===== config.mk =====
export PLATFORM = sky130hd
export DESIGN_NAME = pcs_ctrl
export DESIGN_NICKNAME = d
export VERILOG_FILES = /design/src/logic/pcs_pkg.sv /design/src/logic/pcs_ctrl.sv /design/src/logic/pcs_sync.sv
export SDC_FILE = /design/constraint.sdc
export NUM_CORES = 1
export LEC_CHECK = 0
export CAP_MARGIN = 30
export CORE_AREA = 2 2 39 41
export DETAILED_ROUTE_END_ITERATION = 16
export DIE_AREA = 0 0 41 43
export DONT_BUFFER_PORTS = 1
export PLACE_DENSITY_LB_ADDON = 0.2
export SYNTH_ARGS = -nofsm -noshare
export SYNTH_HDL_FRONTEND = slang
export SYNTH_HIERARCHICAL = 1
export SYNTH_SLANG_ARGS = --single-unit

===== constraint.sdc =====
create_clock -name mclk -period 2.58 [get_ports mclk]
set_input_delay 0.258 -clock mclk [delete_from_list [all_inputs] [get_ports mclk]]
set_output_delay 0.258 -clock mclk [all_outputs]
set_load 0.005 [all_outputs]

===== src/logic/pcs_pkg.sv =====
// pcs_pkg: shared types and constants for the phy control reset/silent block
// assumes: one 100 MHz clock, synchronous active-low reset
package pcs_pkg;

	// ------------------------------------------------------------
	// states, one-hot
	// ------------------------------------------------------------
	typedef enum logic [3:0]
	{
		PCS_TX_OFF = 4'h1,
		PCS_QUIET  = 4'h2,
		PCS_TRAIN  = 4'h4,
		PCS_LINKED = 4'h8
	} pcs_state_t;

	// ------------------------------------------------------------
	// transmit modes
	// ------------------------------------------------------------
	typedef enum logic [1:0]
	{
		PCS_SEND_Z = 2'h0,
		PCS_SEND_I = 2'h1,
		PCS_SEND_N = 2'h2
	} pcs_tx_mode_t;

	// ------------------------------------------------------------
	// receiver status bundle from the outside
	// ------------------------------------------------------------
	typedef struct packed
	{
		logic idle_ok;
		logic bad_sym;
		logic loc_ok;
		logic rem_ok;
	} pcs_rx_stat_t;

	localparam logic [1:0] PCS_SYNC_STAGES = 2'h2;

	// ------------------------------------------------------------
	// synchroniser lanes: reset request, role, receiver status
	// ------------------------------------------------------------
	localparam int         PCS_NSYNC    = 6;
	localparam int         PCS_REQ_BIT  = 5;
	localparam int         PCS_LEAD_BIT = 4;
	// reset request reads as held until the pins have been sampled
	localparam logic [5:0] PCS_SYNC_RST = 6'h20;

endpackage : pcs_pkg


===== src/logic/pcs_ctrl.sv =====
// pcs_ctrl: phy control states for transmitter-off and quiet-after-restart
// assumes: management reset, role and receiver status come from outside the clock domain
`timescale 1ns/10ps

// What this block does
// - In transmitter-off state the line transmitter stays disabled.
// - A management reset request forces transmitter-off, disabling transmit on entry.
// - Leader or follower role is selectable; transmitter-off behaves the same.
// - In the quiet state nothing is sent, in either role.
// - A leader leaves quiet at once, without waiting for lock or receiver.
// - A follower stays quiet until a valid idle pattern is received.
// - Once partner idle is valid, the device sends its own idle.
// - Invalid symbols after link up return to quiet, and training restarts from there.
module pcs_ctrl
	import pcs_pkg::*;
(
	// clock and reset
	input  wire logic         mclk,
	input  wire logic         rst_b,
	// management
	input  wire logic         pma_reset_req,
	input  wire logic         leader_sel,
	// receiver status
	input  wire pcs_rx_stat_t rx_stat,
	// transmit control
	output logic              tx_enable,
	output pcs_tx_mode_t      tx_mode,
	// state visibility
	output pcs_state_t        ctrl_state,
	output logic              link_up
);

	// ------------------------------------------------------------
	// input synchronisation
	// ------------------------------------------------------------
	localparam int NSYNC = PCS_NSYNC;

	logic [NSYNC-1:0] raw_in;
	logic [NSYNC-1:0] sync_in;
	logic             rst_req;
	logic             leader;
	pcs_rx_stat_t     rx;

	assign raw_in = {pma_reset_req, leader_sel, rx_stat};

	pcs_sync #(
		.W       (NSYNC),
		.RST_VAL (PCS_SYNC_RST)
	) u_sync (
		.mclk  (mclk),
		.rst_b (rst_b),
		.din   (raw_in),
		.dout  (sync_in)
	);

	// request lane resets high: a held request keeps tx off across reset release
	assign rst_req = sync_in[PCS_REQ_BIT];
	assign leader  = sync_in[PCS_LEAD_BIT];
	assign rx      = pcs_rx_stat_t'(sync_in[$bits(pcs_rx_stat_t)-1:0]);

	// ------------------------------------------------------------
	// state machine
	// ------------------------------------------------------------
	pcs_state_t   state_q;
	pcs_state_t   state_d;
	pcs_tx_mode_t mode_q;
	pcs_tx_mode_t mode_d;
	logic         txen_q;
	logic         txen_d;
	logic         link_q;
	logic         link_d;

	always_comb
	begin
		state_d = state_q;
		if (rst_req)
		begin
			state_d = PCS_TX_OFF;
		end
		else
		begin
			case (state_q)
				PCS_TX_OFF:
				begin
					state_d = PCS_QUIET;
				end
				PCS_QUIET:
				begin
					if (leader)
					begin
						state_d = PCS_TRAIN;
					end
					else if (rx.idle_ok)
					begin
						state_d = PCS_TRAIN;
					end
				end
				PCS_TRAIN:
				begin
					if (rx.loc_ok && rx.rem_ok)
					begin
						state_d = PCS_LINKED;
					end
				end
				PCS_LINKED:
				begin
					if (rx.bad_sym)
					begin
						state_d = PCS_QUIET;
					end
				end
				default:
				begin
					state_d = PCS_TX_OFF;
				end
			endcase
		end
	end

	// outputs follow the next state so they line up with it
	always_comb
	begin
		mode_d = PCS_SEND_Z;
		txen_d = 1'b0;
		link_d = 1'b0;
		case (state_d)
			PCS_TX_OFF:
			begin
				txen_d = 1'b0;
				mode_d = PCS_SEND_Z;
			end
			PCS_QUIET:
			begin
				txen_d = 1'b1;
				mode_d = PCS_SEND_Z;
			end
			PCS_TRAIN:
			begin
				txen_d = 1'b1;
				mode_d = PCS_SEND_I;
			end
			PCS_LINKED:
			begin
				txen_d = 1'b1;
				mode_d = PCS_SEND_N;
				link_d = 1'b1;
			end
			default:
			begin
				txen_d = 1'b0;
			end
		endcase
	end

	always_ff @(posedge mclk)
	begin
		if (!rst_b)
		begin
			state_q <= PCS_TX_OFF;
			mode_q  <= PCS_SEND_Z;
			txen_q  <= 1'b0;
			link_q  <= 1'b0;
		end
		else
		begin
			state_q <= state_d;
			mode_q  <= mode_d;
			txen_q  <= txen_d;
			link_q  <= link_d;
		end
	end

	assign tx_enable  = txen_q;
	assign tx_mode    = mode_q;
	assign ctrl_state = state_q;
	assign link_up    = link_q;

endmodule // pcs_ctrl


===== src/logic/pcs_sync.sv =====
// pcs_sync: two-flop synchroniser for a vector of levels
// assumes: inputs are asynchronous to mclk
`timescale 1ns/10ps
module pcs_sync
	import pcs_pkg::*;
#(
	parameter int           W       = 1,
	parameter logic [W-1:0] RST_VAL = '0
)
(
	// clock and reset
	input  wire logic         mclk,
	input  wire logic         rst_b,
	// data
	input  wire logic [W-1:0] din,
	output logic      [W-1:0] dout
);

	logic [W-1:0] meta_q;
	logic [W-1:0] meta_d;
	logic [W-1:0] sync_q;
	logic [W-1:0] sync_d;

	always_comb
	begin
		meta_d = din;
		sync_d = meta_q;
	end

	always_ff @(posedge mclk)
	begin
		if (!rst_b)
		begin
			// per-lane reset level, so no lane shows a false level on release
			meta_q <= RST_VAL;
			sync_q <= RST_VAL;
		end
		else
		begin
			meta_q <= meta_d;
			sync_q <= sync_d;
		end
	end

	assign dout = sync_q;

endmodule // pcs_sync


# Yosys cells after proc, flatten, opt, wreduce, memory -nomap -nowiden
# Index checks and enable logic that the tools add are counted.
dict set report op_classes {
  eq_ne 7
  mux 9
  n_reduce_logical 2
}
# op n
set ops {}
lappend ops {{$mux W4} 5}
lappend ops {{$pmux W4 S4} 1}
lappend ops {{$eq A4 B2 Y1 const B} 2}
lappend ops {{$eq A4 B3 Y1 const B} 2}
lappend ops {{$eq A4 B4 Y1 const B} 2}
lappend ops {{$eq A4 B1 Y1 const B} 1}
lappend ops {{$pmux W2 S2} 1}
lappend ops {{$reduce_or A3 Y1} 1}
lappend ops {{$mux W1} 2}
lappend ops {{$logic_and A1 B1 Y1} 1}
dict set report totals {
  register_bits 20
  input_bits 8
  elab_cells 24
}

# Depth between registers and ports, before layout
dict set report depth {
  depth_word 7
  depth_mapped 4
  depth_no_buf 3
}

# By module
# The synthesis kept the hierarchy.
# module instances cells_per_inst area_each_um2 seq_area_each_um2
set by_module_without_submodules {}
lappend by_module_without_submodules {pcs_sync 1 25 334.1 240.2}
lappend by_module_without_submodules {pcs_ctrl 1 33 325.3 140.1}

# Least setup slack after synthesis
# No wires, ideal clock.
dict set report synth_timing {
  kind {register -> register}
  start {register state_q[3] (netlist: ctrl_state[3])}
  end {register state_q[1] (netlist: ctrl_state[1])}
  setup_time_ps 103
  arrival_ps 1444
  t_required_ps 2477
  slack_ps 1032
  stages_incl_launch_ff 5
  path_buffers 1
  period_less_slack_ps 1548
  path_cell_list {dfxtp_1 -> buf_6 -> or4b_1 -> a21o_1 -> a2111oi_2}
}
dict set report synth_between {
  elab_chain_len 3
  word_cells_on_any_way 6
  classes_between {4 x eq/ne; 2 x mux}
}
# item line
set synth_rtl {}
lappend synth_rtl {{from (decl)} pcs_ctrl.sv:64} ;# pcs_state_t state_q;
lappend synth_rtl {{from (signal assigned)} pcs_ctrl.sv:166} ;# state_q <= state_d;
lappend synth_rtl {{$eq A4 B4 Y1, or another cell as far along} pcs_ctrl.sv:82} ;# case (state_q)
lappend synth_rtl {{$pmux W4 S4 *} pcs_ctrl.sv:82}
lappend synth_rtl {{$mux W4 *} pcs_ctrl.sv:76} ;# if (rst_req)
# Mark *: on every way between the ends. The rest lies on a longest branch, timed or not.
# A chain may end at the register's enable or synchronous reset.

# Worst setup path after layout
# Ends and elaborated chain as after synthesis.

==> summary.txt <==
Setup path
  – Slowest Stage Delay on Critical Path: 0.57 ns
  – CP arrival: 1.85 ns
  – CP Class: reg -> reg
  – CP bufs+invs: 0
  – CP Capture Type: flop
  – Delay-heaviest family, CP: simple AND/OR/NAND/NOR gates
  – Slack of the worst reg-to-reg path: 0.93 ns
  – Setup crit start kind: flop
  – Crit-path max FO: 11
  – CP max-delay cell: or4b_1
  – Critical-path cell list: or4b_1 > a21o_1 > a2111oi_2
  – WP data required: 2.78 ns

Placement
  – Port Buffers: 0
  – Global placer's final weighted congestion: 0.6168
  – DP HPWL: 669.3 um

Route
  – First-pass DRT Iterations: 4
  – Routed Wire Length: 973 um
  – Remaining antenna violation count: 0
  – DR vias: 400
  – Initial DRC Count: 6
  – Vias per inst: 5.333
  – Residual DRC: 0
  – Wire per inst: 12.97 um

Clocking
  – CTS root buf: clkbuf_4
  – Clock buffer depth: 2
  – CTS resizes: 0
  – Htree depth: 1
  – CTS sink count: 19
  – Worst-Skew Late Latency: 0.30 ns
  – CTS Buf Count: 3
  – Post-CTS Hold Buffers: 0
  – Reg clk slew, reported paths: 0.11 ns
  – TritonCTS clock tree: done
  – Post-CTS setup buffers: 0

Floorplan
  – Top Ports: 16
  – Row Count: 14
  – Die width: 41 um
  – Core outline area: 0.001384 sq mm
  – Initial cell density of the core: 47.65%
  – Chip height: 43 um
  – DIE AREA: 0.001763 sq mm

GRT
  – GR Util met3: 5.236%
  – First-pass GRT wire length: 1524 um
  – Grt ovf: 0
  – Antenna violations before repair: 0
  – GRT Max-Usage Layer: met2
  – GRT met2 Usage: 20.63%
  – GR Util met1: 15.49%
  – Largest net degree at the start of global routing: 14
  – Vias in the first global route: 367
  – All-Layer GR Usage: 13.65%

Finish
  – Number of fill cells: 146
  – Multi-input logic area: 249.0 sq um
  – Layout Nets: 68
  – Register area: 380.4 sq um
  – Core Util, Final: 48.92%
  – Most frequent cells in the layout: 19 x dfxtp_1, 6 x and2_2, 4 x and2_1
  – Antenna Cells: 0
  – Share of post-route cells with drive strength above 1: 22.03%
  – Commonest non-fill, non-tap cell in the layout: dfxtp_1
  – Area delta synth->final: 2.657%

STA
  – # setup viols final: 0
  – Unrepaired setup endpoints after global routing: false
  – Maximum clock rate: 604.8 MHz
  – Setup total negative slack: 0 ns
  – Final worst-path cycle share: 64.09%
  – Measured slew at the worst slew-check pin: 0.7435 ns
  – Final hold slack: 0.03169 ns
  – Tmin final: 1.653 ns
  – Final setup skew: 0.007404 ns
  – Slew HR: 50.13%
  – Max Slew Vio Count: 0
  – Final Hold Fails: 0

Logic synthesis
  – Synth cell types: 22
  – #FFs+latches synth: 19
  – Post-Syn Instances: 58
  – YS warnings: 6
  – Register area share after synthesis: 57.69%
  – Synth Area per Inst: 11.37 sq um
  – Post-Syn Nets: 66
  – Cell Area, Synth: 659.4 sq um

Flow run
  – Max-cap viol count: 0

Power
  – Pleak: 0.2516 nW
  – Final Power: 0.4702 mW
  – Worst IR Drop VDD: 0.3951 mV
  – Pwr/cell area: 694.6 mW/mm^2

Status
  – Status: finished, final reports clean

Worst hold path
  – Worst hold path class: in -> reg
==> Yosys cell counts <==
cell type	instances	area share (%)
a2111oi_0	2	2.7
a2111oi_2	1	2.3
a211oi_1	1	1.1
a21o_1	1	1.1
and2_1	4	3.8
and2_2	6	6.8
and4b_2	1	1.7
buf_4	1	1.1
buf_6	2	3.4
dfxtp_1	19	58
nand2_1	2	1.1
nand2b_1	3	2.8
nand3_1	1	0.76
nand3b_1	1	1.1
nor2_1	3	1.7
nor3_1	2	1.5
nor3b_1	1	1.1
nor4b_1	2	2.7
o21ai_0	2	1.5
or2_2	1	0.95
or4b_1	1	1.5
xor2_1	1	1.3
==> worst paths after layout <==
kind,cells after the start,from,endpoint
worst max-delay path,3,ctrl_state[3]$_SDFF_PN0_,ctrl_state[1]$_SDFF_PN0_
worst min register to register,1,u_sync/meta_q[5]$_SDFF_PN1_,u_sync/dout[5]$_SDFF_PN1_
worst min-delay path,1,rst_b,u_sync/meta_q[5]$_SDFF_PN1_
worst max register to register,3,ctrl_state[3]$_SDFF_PN0_,ctrl_state[1]$_SDFF_PN0_
==> registers in the layout (all words and copies together), names as in the netlist <==
signal and cells:
tx_mode 2, u_sync/dout 6, u_sync/meta_q 6, tx_enable 1, ctrl_state 4
==> through the flow <==
step / setup slack [ns] / std cells / instance area [sq um]
2_1_floorplan: 1.032 / 58 / 659.4
3_3_place_gp: 0.9493 / 71 / 649.4
3_5_place_dp: 0.9379 / 71 / 649.4
4_1_cts: 0.9179 / 75 / 676.9
5_1_grt: 0.7767 / 75 / 676.9
6_report: 0.9266 / 75 / 676.9
==> kinds of logic (layout without fill, tap and decap cells) <==
family	count (synthesis)	in the layout	share of synthesized area (%)
and+or+nand+nor	28	28	27.70
DFF	19	19	57.68
AOI/OAI and AO/OA	7	7	8.729
buffers and inverters	3	4	4.554
xor gates and xnor gates	1	1	1.329
==> report_power, final <==
part | internal, mW | switching, mW | leakage [nW]
combinational | 0.00772 | 0.00507 | 0.0779
sequential | 0.303 | 0.00389 | 0.156
clock | 0.0577 | 0.0927 | 0.0177
==> area by class of cell <==
type | instances | share of cell area (%)
Clock inverter | 1 | 0.7394
Tap cell | 16 | 2.957
Multi-Input combinational cell | 36 | 36.78
Clock buffer | 3 | 3.327
Sequential cell | 19 | 56.19
==> routing by layer <==
layer | vias up | share of wire [%]
met1 | 185 | 44
met5 | - | 0
met4 | 0 | 0
li1 | 203 | -
met2 | 12 | 49
met3 | 0 | 6.7
Power figures use the tool's default switching activity.
